<file path="src/logic/arb_table_cfg.svh">
`ifndef ARB_TABLE_CFG_SVH
`define ARB_TABLE_CFG_SVH

// register byte addresses
`define ADDR_TABLE_WORD0 12'h220
`define ADDR_TABLE_WORD1 12'h224
`define ADDR_TABLE_WORD2 12'h228
`define ADDR_VC_CONTROL 12'h214
`define ADDR_VC_STATUS 12'h218
// field positions
`define SLOT_WIDTH 4
`define SLOTS_PER_WORD 8
`define NUM_SLOTS 24
`define CTL_LOAD_BIT 16
`define STS_DIRTY_BIT 16
// reset values and codes
`define TABLE_RESET 32'h0000_0000
`define LAST_VALID_PORT 4'h6
`define LOAD_CYCLES 5'h18
// axi response codes
`define RESP_OKAY 2'h0
`define RESP_SLVERR 2'h2

`endif

</file>
<file path="src/logic/arb_table_pkg.sv">
package arb_table_pkg;
  typedef logic [3:0] slot_code_t;
  typedef logic [4:0] slot_idx_t;
  typedef enum logic [2:0] {
    LD_IDLE = 3'h1,
    LD_BUSY = 3'h2,
    LD_DONE = 3'h4
  } load_state_t;
endpackage

</file>
<file path="src/logic/slot_decode.sv">
`include "arb_table_cfg.svh"

// turns one slot code into a valid flag and a one-hot port select
module slot_decode
  import arb_table_pkg::*;
(
  input wire arb_table_pkg::slot_code_t code,
  output logic valid,
  output logic [6:0] port_sel
);
  // codes above the last port are reserved and select nothing
  always_comb begin
    valid = (code <= `LAST_VALID_PORT);
    port_sel = 7'h00;
    if (valid) begin
      port_sel[code[2:0]] = 1'b1;
    end
  end
endmodule

</file>
<file path="src/logic/port_arbitration_table.sv">
// Functional notes
// - each nibble slot names the ingress port served in that arbitration period
// - arbiter skips slots with an invalid port code without spending a period
// - code 0 is upstream port zero, codes 1..6 downstream ports 1..6
// - codes 7 to F are reserved and select no port
// - word 0 holds slots 0..7, slot 0 in bits 3:0
// - word 1 holds slots 8..15 in ascending nibbles
// - word 2 holds slots 16..23; all fields read/write, reset zero
// - a table write sets dirty flag until a requested load finishes
// - dirty flag always reads zero on downstream ports
`include "arb_table_cfg.svh"

module port_arbitration_table
  import arb_table_pkg::*;
(
  input wire logic clk,
  input wire logic srst,
  input wire logic is_downstream,
  input wire logic arb_advance,
  input wire logic [11:0] s_axi_awaddr,
  input wire logic s_axi_awvalid,
  output logic s_axi_awready,
  input wire logic [31:0] s_axi_wdata,
  input wire logic [3:0] s_axi_wstrb,
  input wire logic s_axi_wvalid,
  output logic s_axi_wready,
  output logic [1:0] s_axi_bresp,
  output logic s_axi_bvalid,
  input wire logic s_axi_bready,
  input wire logic [11:0] s_axi_araddr,
  input wire logic s_axi_arvalid,
  output logic s_axi_arready,
  output logic [31:0] s_axi_rdata,
  output logic [1:0] s_axi_rresp,
  output logic s_axi_rvalid,
  input wire logic s_axi_rready,
  output arb_table_pkg::slot_idx_t arb_slot_idx,
  output arb_table_pkg::slot_code_t arb_port_id,
  output logic [6:0] arb_port_sel,
  output logic arb_grant_valid,
  output logic table_dirty_flag
);
  typedef struct packed {
    // table words, reset zero
    logic [31:0] word0;
    logic [31:0] word1;
    logic [31:0] word2;
    // write address and data holding registers
    logic aw_held;
    logic [11:0] aw_addr;
    logic w_held;
    logic [31:0] w_data;
    logic [3:0] w_strb;
    // write response
    logic bvalid;
    logic [1:0] bresp;
    // read response
    logic rvalid;
    logic [31:0] rdata;
    logic [1:0] rresp;
    // coherency flag and load sequencer
    logic dirty;
    load_state_t ld_state;
    logic [4:0] ld_cnt;
    // arbiter outputs
    slot_idx_t cur_slot;
    slot_code_t port_id;
    logic [6:0] port_sel;
    logic grant_valid;
    // strap synchroniser
    logic down_s1;
    logic down_s2;
    // registered bus ready and flag outputs
    logic aw_rdy;
    logic w_rdy;
    logic ar_rdy;
    logic dirty_out;
  } state_t;

  state_t state_r;
  state_t state_nxt;
  // flattened table and per-slot decode
  logic [`NUM_SLOTS*`SLOT_WIDTH-1:0] table_flat;
  slot_code_t slot_code [`NUM_SLOTS];
  logic [`NUM_SLOTS-1:0] slot_ok;
  logic [6:0] slot_sel [`NUM_SLOTS];
  // arbiter search results
  slot_idx_t next_slot;
  logic next_found;
  // bus decode
  logic wr_fire;
  logic wr_hit;
  logic ctl_load;
  logic [31:0] wmask;
  logic [31:0] rd_val;
  logic rd_hit;

  // slot n sits in word n/8 at nibble n%8
  assign table_flat = {state_r.word2, state_r.word1, state_r.word0};

  // one decoder per slot
  genvar gi;
  generate
    for (gi = 0; gi < `NUM_SLOTS; gi = gi + 1) begin : g_dec
      assign slot_code[gi] = table_flat[gi*`SLOT_WIDTH +: `SLOT_WIDTH];
      slot_decode u_dec (
        .code(slot_code[gi]),
        .valid(slot_ok[gi]),
        .port_sel(slot_sel[gi])
      );
    end
  endgenerate

  // search forward from the current slot for the next valid entry
  // a full turn is scanned so a lone valid slot is found again
  always_comb begin
    slot_idx_t cand;
    cand = 5'h00;
    next_slot = state_r.cur_slot;
    next_found = 1'b0;
    // invalid slots skipped in the same cycle
    for (int k = 1; k <= `NUM_SLOTS; k++) begin
      cand = 5'((int'(state_r.cur_slot) + k) % `NUM_SLOTS);
      if (!next_found && slot_ok[cand]) begin
        next_slot = cand;
        next_found = 1'b1;
      end
    end
  end

  // byte lane mask for writes
  // strobe lanes keep untouched bytes of a word
  always_comb begin
    for (int b = 0; b < 4; b++) begin
      wmask[b*8 +: 8] = {8{state_r.w_strb[b]}};
    end
  end

  // write decode once address and data are both held
  // a write waits while its response is unanswered, one at a time
  assign wr_fire = state_r.aw_held && state_r.w_held && !state_r.bvalid;
  assign wr_hit = (state_r.aw_addr[11:2] == `ADDR_TABLE_WORD0 >> 2) ||
                  (state_r.aw_addr[11:2] == `ADDR_TABLE_WORD1 >> 2) ||
                  (state_r.aw_addr[11:2] == `ADDR_TABLE_WORD2 >> 2);
  assign ctl_load = wr_fire && (state_r.aw_addr[11:2] == `ADDR_VC_CONTROL >> 2) &&
                    state_r.w_strb[2] && state_r.w_data[`CTL_LOAD_BIT];

  // read mux
  // read data latched from the address at the taking edge
  always_comb begin
    rd_val = 32'h0000_0000;
    rd_hit = 1'b1;
    case (s_axi_araddr[11:2])
      `ADDR_TABLE_WORD0 >> 2: rd_val = state_r.word0;
      `ADDR_TABLE_WORD1 >> 2: rd_val = state_r.word1;
      `ADDR_TABLE_WORD2 >> 2: rd_val = state_r.word2;
      `ADDR_VC_CONTROL >> 2: rd_val = 32'h0000_0000;
      // flag forced low on downstream ports
      `ADDR_VC_STATUS >> 2: rd_val[`STS_DIRTY_BIT] = state_r.dirty && !state_r.down_s2;
      default: rd_hit = 1'b0;
    endcase
  end

  // next state
  always_comb begin
    state_nxt = state_r;
    // strap passes two flops before use
    state_nxt.down_s1 = is_downstream;
    state_nxt.down_s2 = state_r.down_s1;
    // address and data captured independently
    if (s_axi_awvalid && !state_r.aw_held) begin
      state_nxt.aw_held = 1'b1;
      state_nxt.aw_addr = s_axi_awaddr;
    end
    if (s_axi_wvalid && !state_r.w_held) begin
      state_nxt.w_held = 1'b1;
      state_nxt.w_data = s_axi_wdata;
      state_nxt.w_strb = s_axi_wstrb;
    end
    if (wr_fire) begin
      state_nxt.aw_held = 1'b0;
      state_nxt.w_held = 1'b0;
      state_nxt.bvalid = 1'b1;
      state_nxt.bresp = (wr_hit || state_r.aw_addr[11:2] == `ADDR_VC_CONTROL >> 2)
                        ? `RESP_OKAY : `RESP_SLVERR;
      // read/write slot fields with byte lanes
      if (state_r.aw_addr[11:2] == `ADDR_TABLE_WORD0 >> 2) begin
        state_nxt.word0 = (state_r.word0 & ~wmask) | (state_r.w_data & wmask);
      end
      if (state_r.aw_addr[11:2] == `ADDR_TABLE_WORD1 >> 2) begin
        state_nxt.word1 = (state_r.word1 & ~wmask) | (state_r.w_data & wmask);
      end
      if (state_r.aw_addr[11:2] == `ADDR_TABLE_WORD2 >> 2) begin
        state_nxt.word2 = (state_r.word2 & ~wmask) | (state_r.w_data & wmask);
      end
    end
    if (state_r.bvalid && s_axi_bready) begin
      state_nxt.bvalid = 1'b0;
    end
    // read answered one cycle after address
    // a new read waits until the last answer is taken
    if (s_axi_arvalid && !state_r.rvalid) begin
      state_nxt.rvalid = 1'b1;
      state_nxt.rdata = rd_val;
      state_nxt.rresp = rd_hit ? `RESP_OKAY : `RESP_SLVERR;
    end else if (state_r.rvalid && s_axi_rready) begin
      state_nxt.rvalid = 1'b0;
    end
    // table load sequence
    // busy counts down the load time, done is a one-cycle pulse
    case (state_r.ld_state)
      LD_IDLE: begin
        if (ctl_load) begin
          state_nxt.ld_state = LD_BUSY;
          state_nxt.ld_cnt = `LOAD_CYCLES;
        end
      end
      LD_BUSY: begin
        state_nxt.ld_cnt = state_r.ld_cnt - 5'h01;
        if (state_r.ld_cnt == 5'h01) begin
          state_nxt.ld_state = LD_DONE;
        end
      end
      LD_DONE: state_nxt.ld_state = LD_IDLE;
      default: state_nxt.ld_state = LD_IDLE;
    endcase
    // dirty on write, cleared by load done; write wins
    // clear first so a write in the done cycle keeps the flag set
    if (state_r.ld_state == LD_DONE) begin
      state_nxt.dirty = 1'b0;
    end
    if (wr_fire && wr_hit && (state_r.w_strb != 4'h0)) begin
      state_nxt.dirty = 1'b1;
    end
    // advance one period per request to next valid slot
    // with no valid slot the index holds and the select drops
    if (arb_advance) begin
      state_nxt.grant_valid = next_found;
      if (next_found) begin
        state_nxt.cur_slot = next_slot;
        state_nxt.port_id = slot_code[next_slot];
        state_nxt.port_sel = slot_sel[next_slot];
      end else begin
        state_nxt.port_sel = 7'h00;
      end
    end
    // ready outputs registered from the next holding state
    state_nxt.aw_rdy = !state_nxt.aw_held;
    state_nxt.w_rdy = !state_nxt.w_held;
    state_nxt.ar_rdy = !state_nxt.rvalid;
    state_nxt.dirty_out = state_nxt.dirty && !state_nxt.down_s2;
  end

  // registers
  // reset parks the index on the last slot so slot zero comes first
  always_ff @(posedge clk) begin
    if (srst) begin
      state_r <= '0;
      state_r.ld_state <= LD_IDLE;
      state_r.cur_slot <= 5'(`NUM_SLOTS - 1);
      state_r.aw_rdy <= 1'b1;
      state_r.w_rdy <= 1'b1;
      state_r.ar_rdy <= 1'b1;
    end else begin
      state_r <= state_nxt;
    end
  end

  // outputs straight from flops
  assign s_axi_awready = state_r.aw_rdy;
  assign s_axi_wready = state_r.w_rdy;
  assign s_axi_bvalid = state_r.bvalid;
  assign s_axi_bresp = state_r.bresp;
  assign s_axi_arready = state_r.ar_rdy;
  assign s_axi_rvalid = state_r.rvalid;
  assign s_axi_rdata = state_r.rdata;
  assign s_axi_rresp = state_r.rresp;
  assign arb_slot_idx = state_r.cur_slot;
  assign arb_port_id = state_r.port_id;
  assign arb_port_sel = state_r.port_sel;
  assign arb_grant_valid = state_r.grant_valid;
  assign table_dirty_flag = state_r.dirty_out;
endmodule

</file>
<file path="config.mk">
export PLATFORM = sky130hd
export DESIGN_NAME = port_arbitration_table
export DESIGN_NICKNAME = d
export VERILOG_FILES = /design/src/logic/arb_table_pkg.sv /design/src/logic/slot_decode.sv /design/src/logic/port_arbitration_table.sv
export VERILOG_INCLUDE_DIRS = /design/src /design/src/logic
export SDC_FILE = /design/constraint.sdc
export NUM_CORES = 1
export LEC_CHECK = 0
export BUFFER_PORTS_ARGS = -buffer_cell sky130_fd_sc_hd__clkbuf_2
export CAP_MARGIN = 20
export CELL_PAD_IN_SITES_DETAIL_PLACEMENT = 1
export CELL_PAD_IN_SITES_GLOBAL_PLACEMENT = 2
export CORE_MARGIN = 3
export CORE_UTILIZATION = 25
export DETAILED_ROUTE_END_ITERATION = 16
export GPL_TIMING_DRIVEN = 0
export HOLD_SLACK_MARGIN = 0.03
export PLACE_DENSITY = 0.63
export SLEW_MARGIN = 20
export SYNTH_ARGS = -nofsm -noshare
export SYNTH_HDL_FRONTEND = slang
export SYNTH_HIERARCHICAL = 1
export SYNTH_SLANG_ARGS = --single-unit
</file>
<file path="constraint.sdc">
create_clock -name clk -period 16.3 [get_ports clk]
set_input_delay 1.63 -clock clk [delete_from_list [all_inputs] [get_ports clk]]
set_output_delay 1.63 -clock clk [all_outputs]
set_load 0.03 [all_outputs]
</file>
==> flow_summary.toml, run 1 <==
[worst_setup_path]
arrival_ps = 10410
cp_max_fo = 12
rr_worst_depth = 25
crit_type = "flop to flop"
crit_required_ps = 16750
regToRegSetupSlack_ps = 6350
worstSetupStartpointType = "flop"
rr_startpoint = "arb_slot_idx[2]$_SDFFE_PP1P_"
critPathCaptureType = "flop"
r2r-end = "arb_port_sel[4]$_SDFFE_PP0P_"

[floorplanning]
coreArea_sq_um = 79600
dieArea_sq_um = 84400
start_util_pct = 25.4
rows = 103
dieWidth_microns = 291
fp.dieH_microns = 291
top_level_ports = 128

[synth]
netlist_instances = 2458
synth_area_per_cell_sq_um = 8.23
ys_async_sr_fraction_pct = 0
synth.distinct_cells = 119
synth_top_cell_by_area = "dfxtp_1"
yosys_warnings = 6
yosys_register_bits = 212
synth_edf_count = 0
synth.most_common_cell = "nand2_1"
synth_flop_cell = "dfxtp_1"
ys_top_cells_by_area = "dfxtp_1, mux2i_1, a21oi_1, mux4_2, nand2_1"
synthesis.area_sq_um = 20200
synthTopCellsByCount = "nand2_1, a21oi_1, dfxtp_1"
ys_seq_area_share_pct = 21.0
synth_top_area_share_pct = 21.0

[routing]
wl_per_cell_microns = 29.2
avgViaCountPerCell = 5.91
finalWirelength_microns = 107000
drcViolationCount = 0
dr.pass1.iters = 8
num_vias = 21700
drtIter0Drc = 1780
ant_nets = 0

[clocking]
cts_tree = "yes"
cts_resized = 0
clk_pin_slew_ps = 70
clk_path_buf_depth = 3
htree_levels = 1
clock_latency_ps = 550
cts.sinks = 212
hold_buffers = 0
cts_made_buffers = 24
cts-root-buf = "clkbuf_16"
cts_setup_buffers = 0

[place]
dp_cells = 3630
place_hpwl_microns = 84300
pre_cts_slack_ps = 6750
port_buffers = 120
gp_congestion = 0.959

[sta]
setup_tns_ps = 0
hold_violations = 0
holdWs_ps = 406
setup_violations = 0
tightest_slew_ps = 1270
fmax_mhz = 100
relSlewSlack_pct = 14.9
fin_crit_sh_pct = 61.1
rsz0062_at_grt = "no"
timing.final.ws_setup_ps = 6350
period_needed_ps = 9950
fin_skew_ps = 20.1
maxSlewViolCount = 0

[global_route]
grt_max_degree = 17
gr-usage-all-layers_pct = 24.3
antenna_found_initial = 3
grt_pass1_wl_microns = 155000
grt_overflow = 0
grt_pass1_vias = 22300

[status]
status = "complete, no violations"

[cells_and_area]
fillerInstances = 9581
syn2layout_area_growth_pct = 13.5
nNetsFinal = 2722
layout-drive-gt1-share_pct = 19.0
instances_no_fill = 3675

[pwr]
power_density_nw_per_um2 = 92.1
peakVddDrop_mv = 0.0717
p_leak_uw = 0.00841

[run]
maxCapViolCount = 0

[hold_path]
hp-class = "flop to flop"
min-delay-start = "state_nxt[4]$_SDFF_PP0_"
hold-path-endpoint = "table_dirty_flag$_SDFF_PP0_"
whs_path_depth = 1
stage by stage:
step,instance area (sq um),power (uW),util [%]
6_report,23000,2110,28.8
5_1_grt,23000,2210,28.8
4_1_cts,23000,2120,28.8
3_5_place_dp,22200,1560,27.8
3_3_place_gp,22200,1540,27.8
2_1_floorplan,20200,1210,-
power breakdown:
group / switching [uW] / internal [uW]
combinational: 669 / 335
sequential: 23.9 / 533
clock: 245 / 310
critical path: stages (launching register included):
cell and delay, ps:
dfxtp_1 840, buf_4 370, buf_4 270, clkbuf_1 530
inv_1 550, ha_1 500, a21oi_2 380, xnor2_1 260
inv_1 150, ha_1 310, or3b_1 350, mux2i_1 210
nor2_1 80, mux2i_1 440, mux2i_2 590, nand4_2 410
nor4_2 860, a32oi_1 250, a222oi_1 350, o21ai_1 310
buf_2 340, nor2_1 410, nand2_1 310, o221ai_1 290
o211ai_1 190, o31ai_2 250
cells by family after synthesis:
family | Yosys count | synth area share (%)
other | 1 | 0.0185
AOI/OAI and AO/OA | 627 | 21.3
muxes | 274 | 17.3
adders and majority gates | 47 | 2.91
buffers and inverters | 252 | 6.91
xor gates and xnor gates | 36 | 1.82
and+or+nand+nor | 1009 | 28.8
DFF | 212 | 21.0
how the worst max path moves through the flow:
stage / endpoint / cells past startpoint / start / slack, ps
5_1_grt: arb_port_sel[3]$_SDFFE_PP0P_ / 25 / arb_slot_idx[2]$_SDFFE_PP1P_ / 6030
4_1_cts: arb_port_sel[3]$_SDFFE_PP0P_ / 25 / arb_slot_idx[2]$_SDFFE_PP1P_ / 6670
2_1_floorplan: arb_port_sel[2]$_SDFFE_PP0P_ / 26 / arb_slot_idx[2]$_SDFFE_PP1P_ / 9580
3_3_place_gp: arb_port_sel[3]$_SDFFE_PP0P_ / 25 / arb_slot_idx[2]$_SDFFE_PP1P_ / 6650
3_5_place_dp: arb_port_sel[3]$_SDFFE_PP0P_ / 25 / arb_slot_idx[2]$_SDFFE_PP1P_ / 6750
6_report: arb_port_sel[4]$_SDFFE_PP0P_ / 25 / arb_slot_idx[2]$_SDFFE_PP1P_ / 6350
area by class of cell:
type | count | area, sq um | area share [%]
antenna | 1 | 2.50 | 0.0109
buffer | 201 | 1210 | 5.26
clock buffer | 29 | 661 | 2.88
clock inverter | 15 | 131 | 0.572
inverter | 51 | 191 | 0.834
multi-input combinational | 1995 | 14600 | 63.6
sequential | 212 | 4240 | 18.5
tap | 1050 | 1310 | 5.72
timing repair buffer | 121 | 608 | 2.65
cell usage in the layout (no fill, tap or decap), types with 20 or more instances in the layout:
| master | netlist | routed |
|---|---|---|
| o21ai_0 | 54 | 54 |
| nand2_1 | 286 | 286 |
| a211oi_1 | 20 | 20 |
| buf_2 | 26 | 26 |
| a31oi_1 | 38 | 38 |
| inv_1 | 46 | 46 |
| o22ai_1 | 20 | 20 |
| nor4_1 | 43 | 43 |
| clkbuf_1 | 87 | 88 |
| a21oi_1 | 240 | 240 |
| mux4_2 | 51 | 51 |
| and4bb_2 | 72 | 72 |
| xnor2_1 | 26 | 26 |
| clkbuf_2 | 0 | 121 |
| mux2_2 | 25 | 25 |
| mux2i_1 | 186 | 186 |
| dfxtp_1 | 212 | 212 |
| a222oi_1 | 33 | 33 |
| nand3_1 | 74 | 74 |
| and2_1 | 22 | 22 |
| nand2b_1 | 32 | 32 |
| nor3_1 | 44 | 44 |
| buf_4 | 65 | 66 |
| clkbuf_16 | 0 | 25 |
| nor2b_1 | 27 | 27 |
| nor4b_1 | 79 | 78 |
| ha_1 | 47 | 47 |
| nor2_1 | 204 | 204 |
layer usage:
layer	track usage, %	wire [microns]	up-vias	part of all wire, %
met5	0	13	-	0.012
met4	11.9	5980	2	5.6
met1	28.9	43400	11000	40
met3	3.10	5860	244	5.5
met2	42.9	52200	793	49
li1	-	-	9686	-
(Power assumes the default switching activity.)
==> run 2: changes to the inputs <==
==> constraint.sdc (replaced) <==
create_clock -name clk -period 9.3 [get_ports clk]
set_input_delay 0.93 -clock clk [delete_from_list [all_inputs] [get_ports clk]]
set_output_delay 0.93 -clock clk [all_outputs]
set_load 0.03 [all_outputs]
==> run 2 against run 1 <==
Compared with the run above:
- die area unchanged
- register-to-register slack worse by 6000 ps
- clock skew down 1.9 ps
- combinational power rose by 76%
- flip-flop and latch count unchanged
- cell count about the same
- setup slack lost 6000 ps
- count of clock-buffer cells in the layout unchanged
- worst hold slack is essentially flat
- global-route usage is essentially flat
- largest power group unchanged
- highest routed layer unchanged
==> flow_summary.toml, run 2 (synthesized netlist as in run 1, its figures left out) <==
[clocking]
clk_pin_slew_ps = 70
cts_made_buffers = 24
clock_latency_ps = 550
clk_path_buf_depth = 3
htree_levels = 1
cts_tree = "yes"
hold_buffers = 0
cts.sinks = 212
cts-root-buf = "clkbuf_16"

[pwr]
comb_power_share_pct = 47.5
peakVddDrop_mv = 0.126
p_sw_share_pct = 44.3
power_density_nw_per_um2 = 161
power.switching_uw = 1650
p_seq_share_pct = 26.3
p_leak_uw = 0.00843
power_frac_clock_pct = 26.2
internal-power_uw = 2070

[sta]
setup_violations = 0
period_needed_ps = 8940
fin_skew_ps = 18.2
fin_crit_sh_pct = 96.1
holdWs_ps = 406
hold_violations = 0
tightest_slew_ps = 1190
maxSlewViolCount = 0
relSlewSlack_pct = 20.4
fmax_mhz = 112
rsz0062_at_grt = "no"

[floorplanning]
top_level_ports = 128
start_util_pct = 25.4
dieWidth_microns = 291
fp.dieH_microns = 291
dieArea_sq_um = 84400
rows = 103
coreArea_sq_um = 79600

[cells_and_area]
nNetsFinal = 2723
layout-drive-gt1-share_pct = 19.3
stdcell_area_sq_um = 23000
instances_no_fill = 3676
final_cell_mix = "nand2_1, a21oi_1, dfxtp_1"
fillerInstances = 9576
syn2layout_area_growth_pct = 13.6
regArea_sq_um = 4250
final_common_cell = "nand2_1"
multi_input_area_sq_um = 14600

[worst_setup_path]
critPathCaptureType = "flop"
slowest_delay_ps = 720
arrival_ps = 9390
cp_max_fo = 16
cp_slowest_cell = "dfxtp_1"
crit_required_ps = 9750
crit_type = "flop to flop"
worstSetupStartpointType = "flop"

[routing]
num_vias = 21800
ant_nets = 0
drtIter0Drc = 1754
avgViaCountPerCell = 5.94
drcViolationCount = 0
wl_per_cell_microns = 29.2
dr.pass1.iters = 9
finalWirelength_microns = 107000

[global_route]
grt_pass1_vias = 22300
antenna_found_initial = 3
grt_pass1_wl_microns = 155000
gr-usage-all-layers_pct = 24.3
grt_overflow = 0
grt_max_degree = 17

[run]
maxCapViolCount = 0

[place]
detailed_place.area_sq_um = 22200
place_hpwl_microns = 84300
dp_cells = 3630
port_buffers = 120
gp_congestion = 0.959

[hold_path]
hp-class = "flop to flop"

[status]
status = "complete, no violations"
[run 2: cell count changes in the layout (fill, tap and decap cells not counted)]
cell	before	now
clkinvlp_4	1	2
nor4_1	43	42
clkbuf_2	121	123
inv_1	46	45
dfxtp_1	212	211
dfxtp_2	0	1
buf_4	66	68
nor4_4	2	3
clkbuf_1	88	85
[run 2: repair_timing]
item / 4_1_cts / 5_1_grt
setup buffers: 0 / 2
pin swaps: 0 / 0
endpoints found under the setup margin: 11 / 11
resized for setup: 2 / 7
[run 2: power by group through the flow]
stage	clock network, uW	registers, uW	logic (uW)
after global placement	0	996	1710
after floorplan	0	975	1150
after detailed placement	0	997	1730
final	971	977	1760
after CTS	1000	976	1740
after global routing	1040	979	1870
[run 2: per-stage QoR]
stage | setup TNS [ps] | util [%] | setup WS [ps] | power (uW)
6_report | 0 | 28.9 | 360 | 3710
5_1_grt | 0 | 28.9 | 139 | 3880
4_1_cts | 0 | 28.8 | 44.2 | 3720
3_5_place_dp | -1970 | 27.8 | -253 | 2730
3_3_place_gp | -2850 | 27.8 | -350 | 2710
2_1_floorplan | 0 | - | 2580 | 2130
[run 2: final cells by class]
type                       instances  area share [%]
tap                             1050            5.71
buffer                           200            5.24
multi-input combinational       1995            63.6
inverter                          51           0.849
clock buffer                      29            2.87
clock inverter                    15           0.571
sequential                       212            18.5
timing repair buffer             123            2.71
antenna                            1          0.0109
[run 2: worst paths after layout]
kind	start	to	slack [ps]	depth (start not counted)
max reg2reg	arb_slot_idx[3]$_SDFFE_PP0P_	arb_port_sel[4]$_SDFFE_PP0P_	360	26
min reg2reg	state_nxt[4]$_SDFF_PP0_	table_dirty_flag$_SDFF_PP0_	410	1
min	state_nxt[4]$_SDFF_PP0_	table_dirty_flag$_SDFF_PP0_	410	1
max	arb_slot_idx[3]$_SDFFE_PP0P_	arb_port_sel[4]$_SDFFE_PP0P_	360	26
[run 2: metal layers]
| layer | track usage [%] | vias up | part of all wire [%] |
|---|---|---|---|
| met4 | 11.9 | 2 | 5.5 |
| li1 | - | 9694 | - |
| met1 | 28.9 | 11000 | 40 |
| met5 | 0 | - | 0.012 |
| met3 | 3.10 | 250 | 5.5 |
| met2 | 42.9 | 834 | 49 |
[run 2: worst max-delay path, delay by kind of cell, from the launching register on]
kind	cells	cell delay [ps]
compound gates	9	3440
buf+inv	8	2350
simple gates	5	990
flops	1	720
mux	2	680
fa+ha+maj	2	640
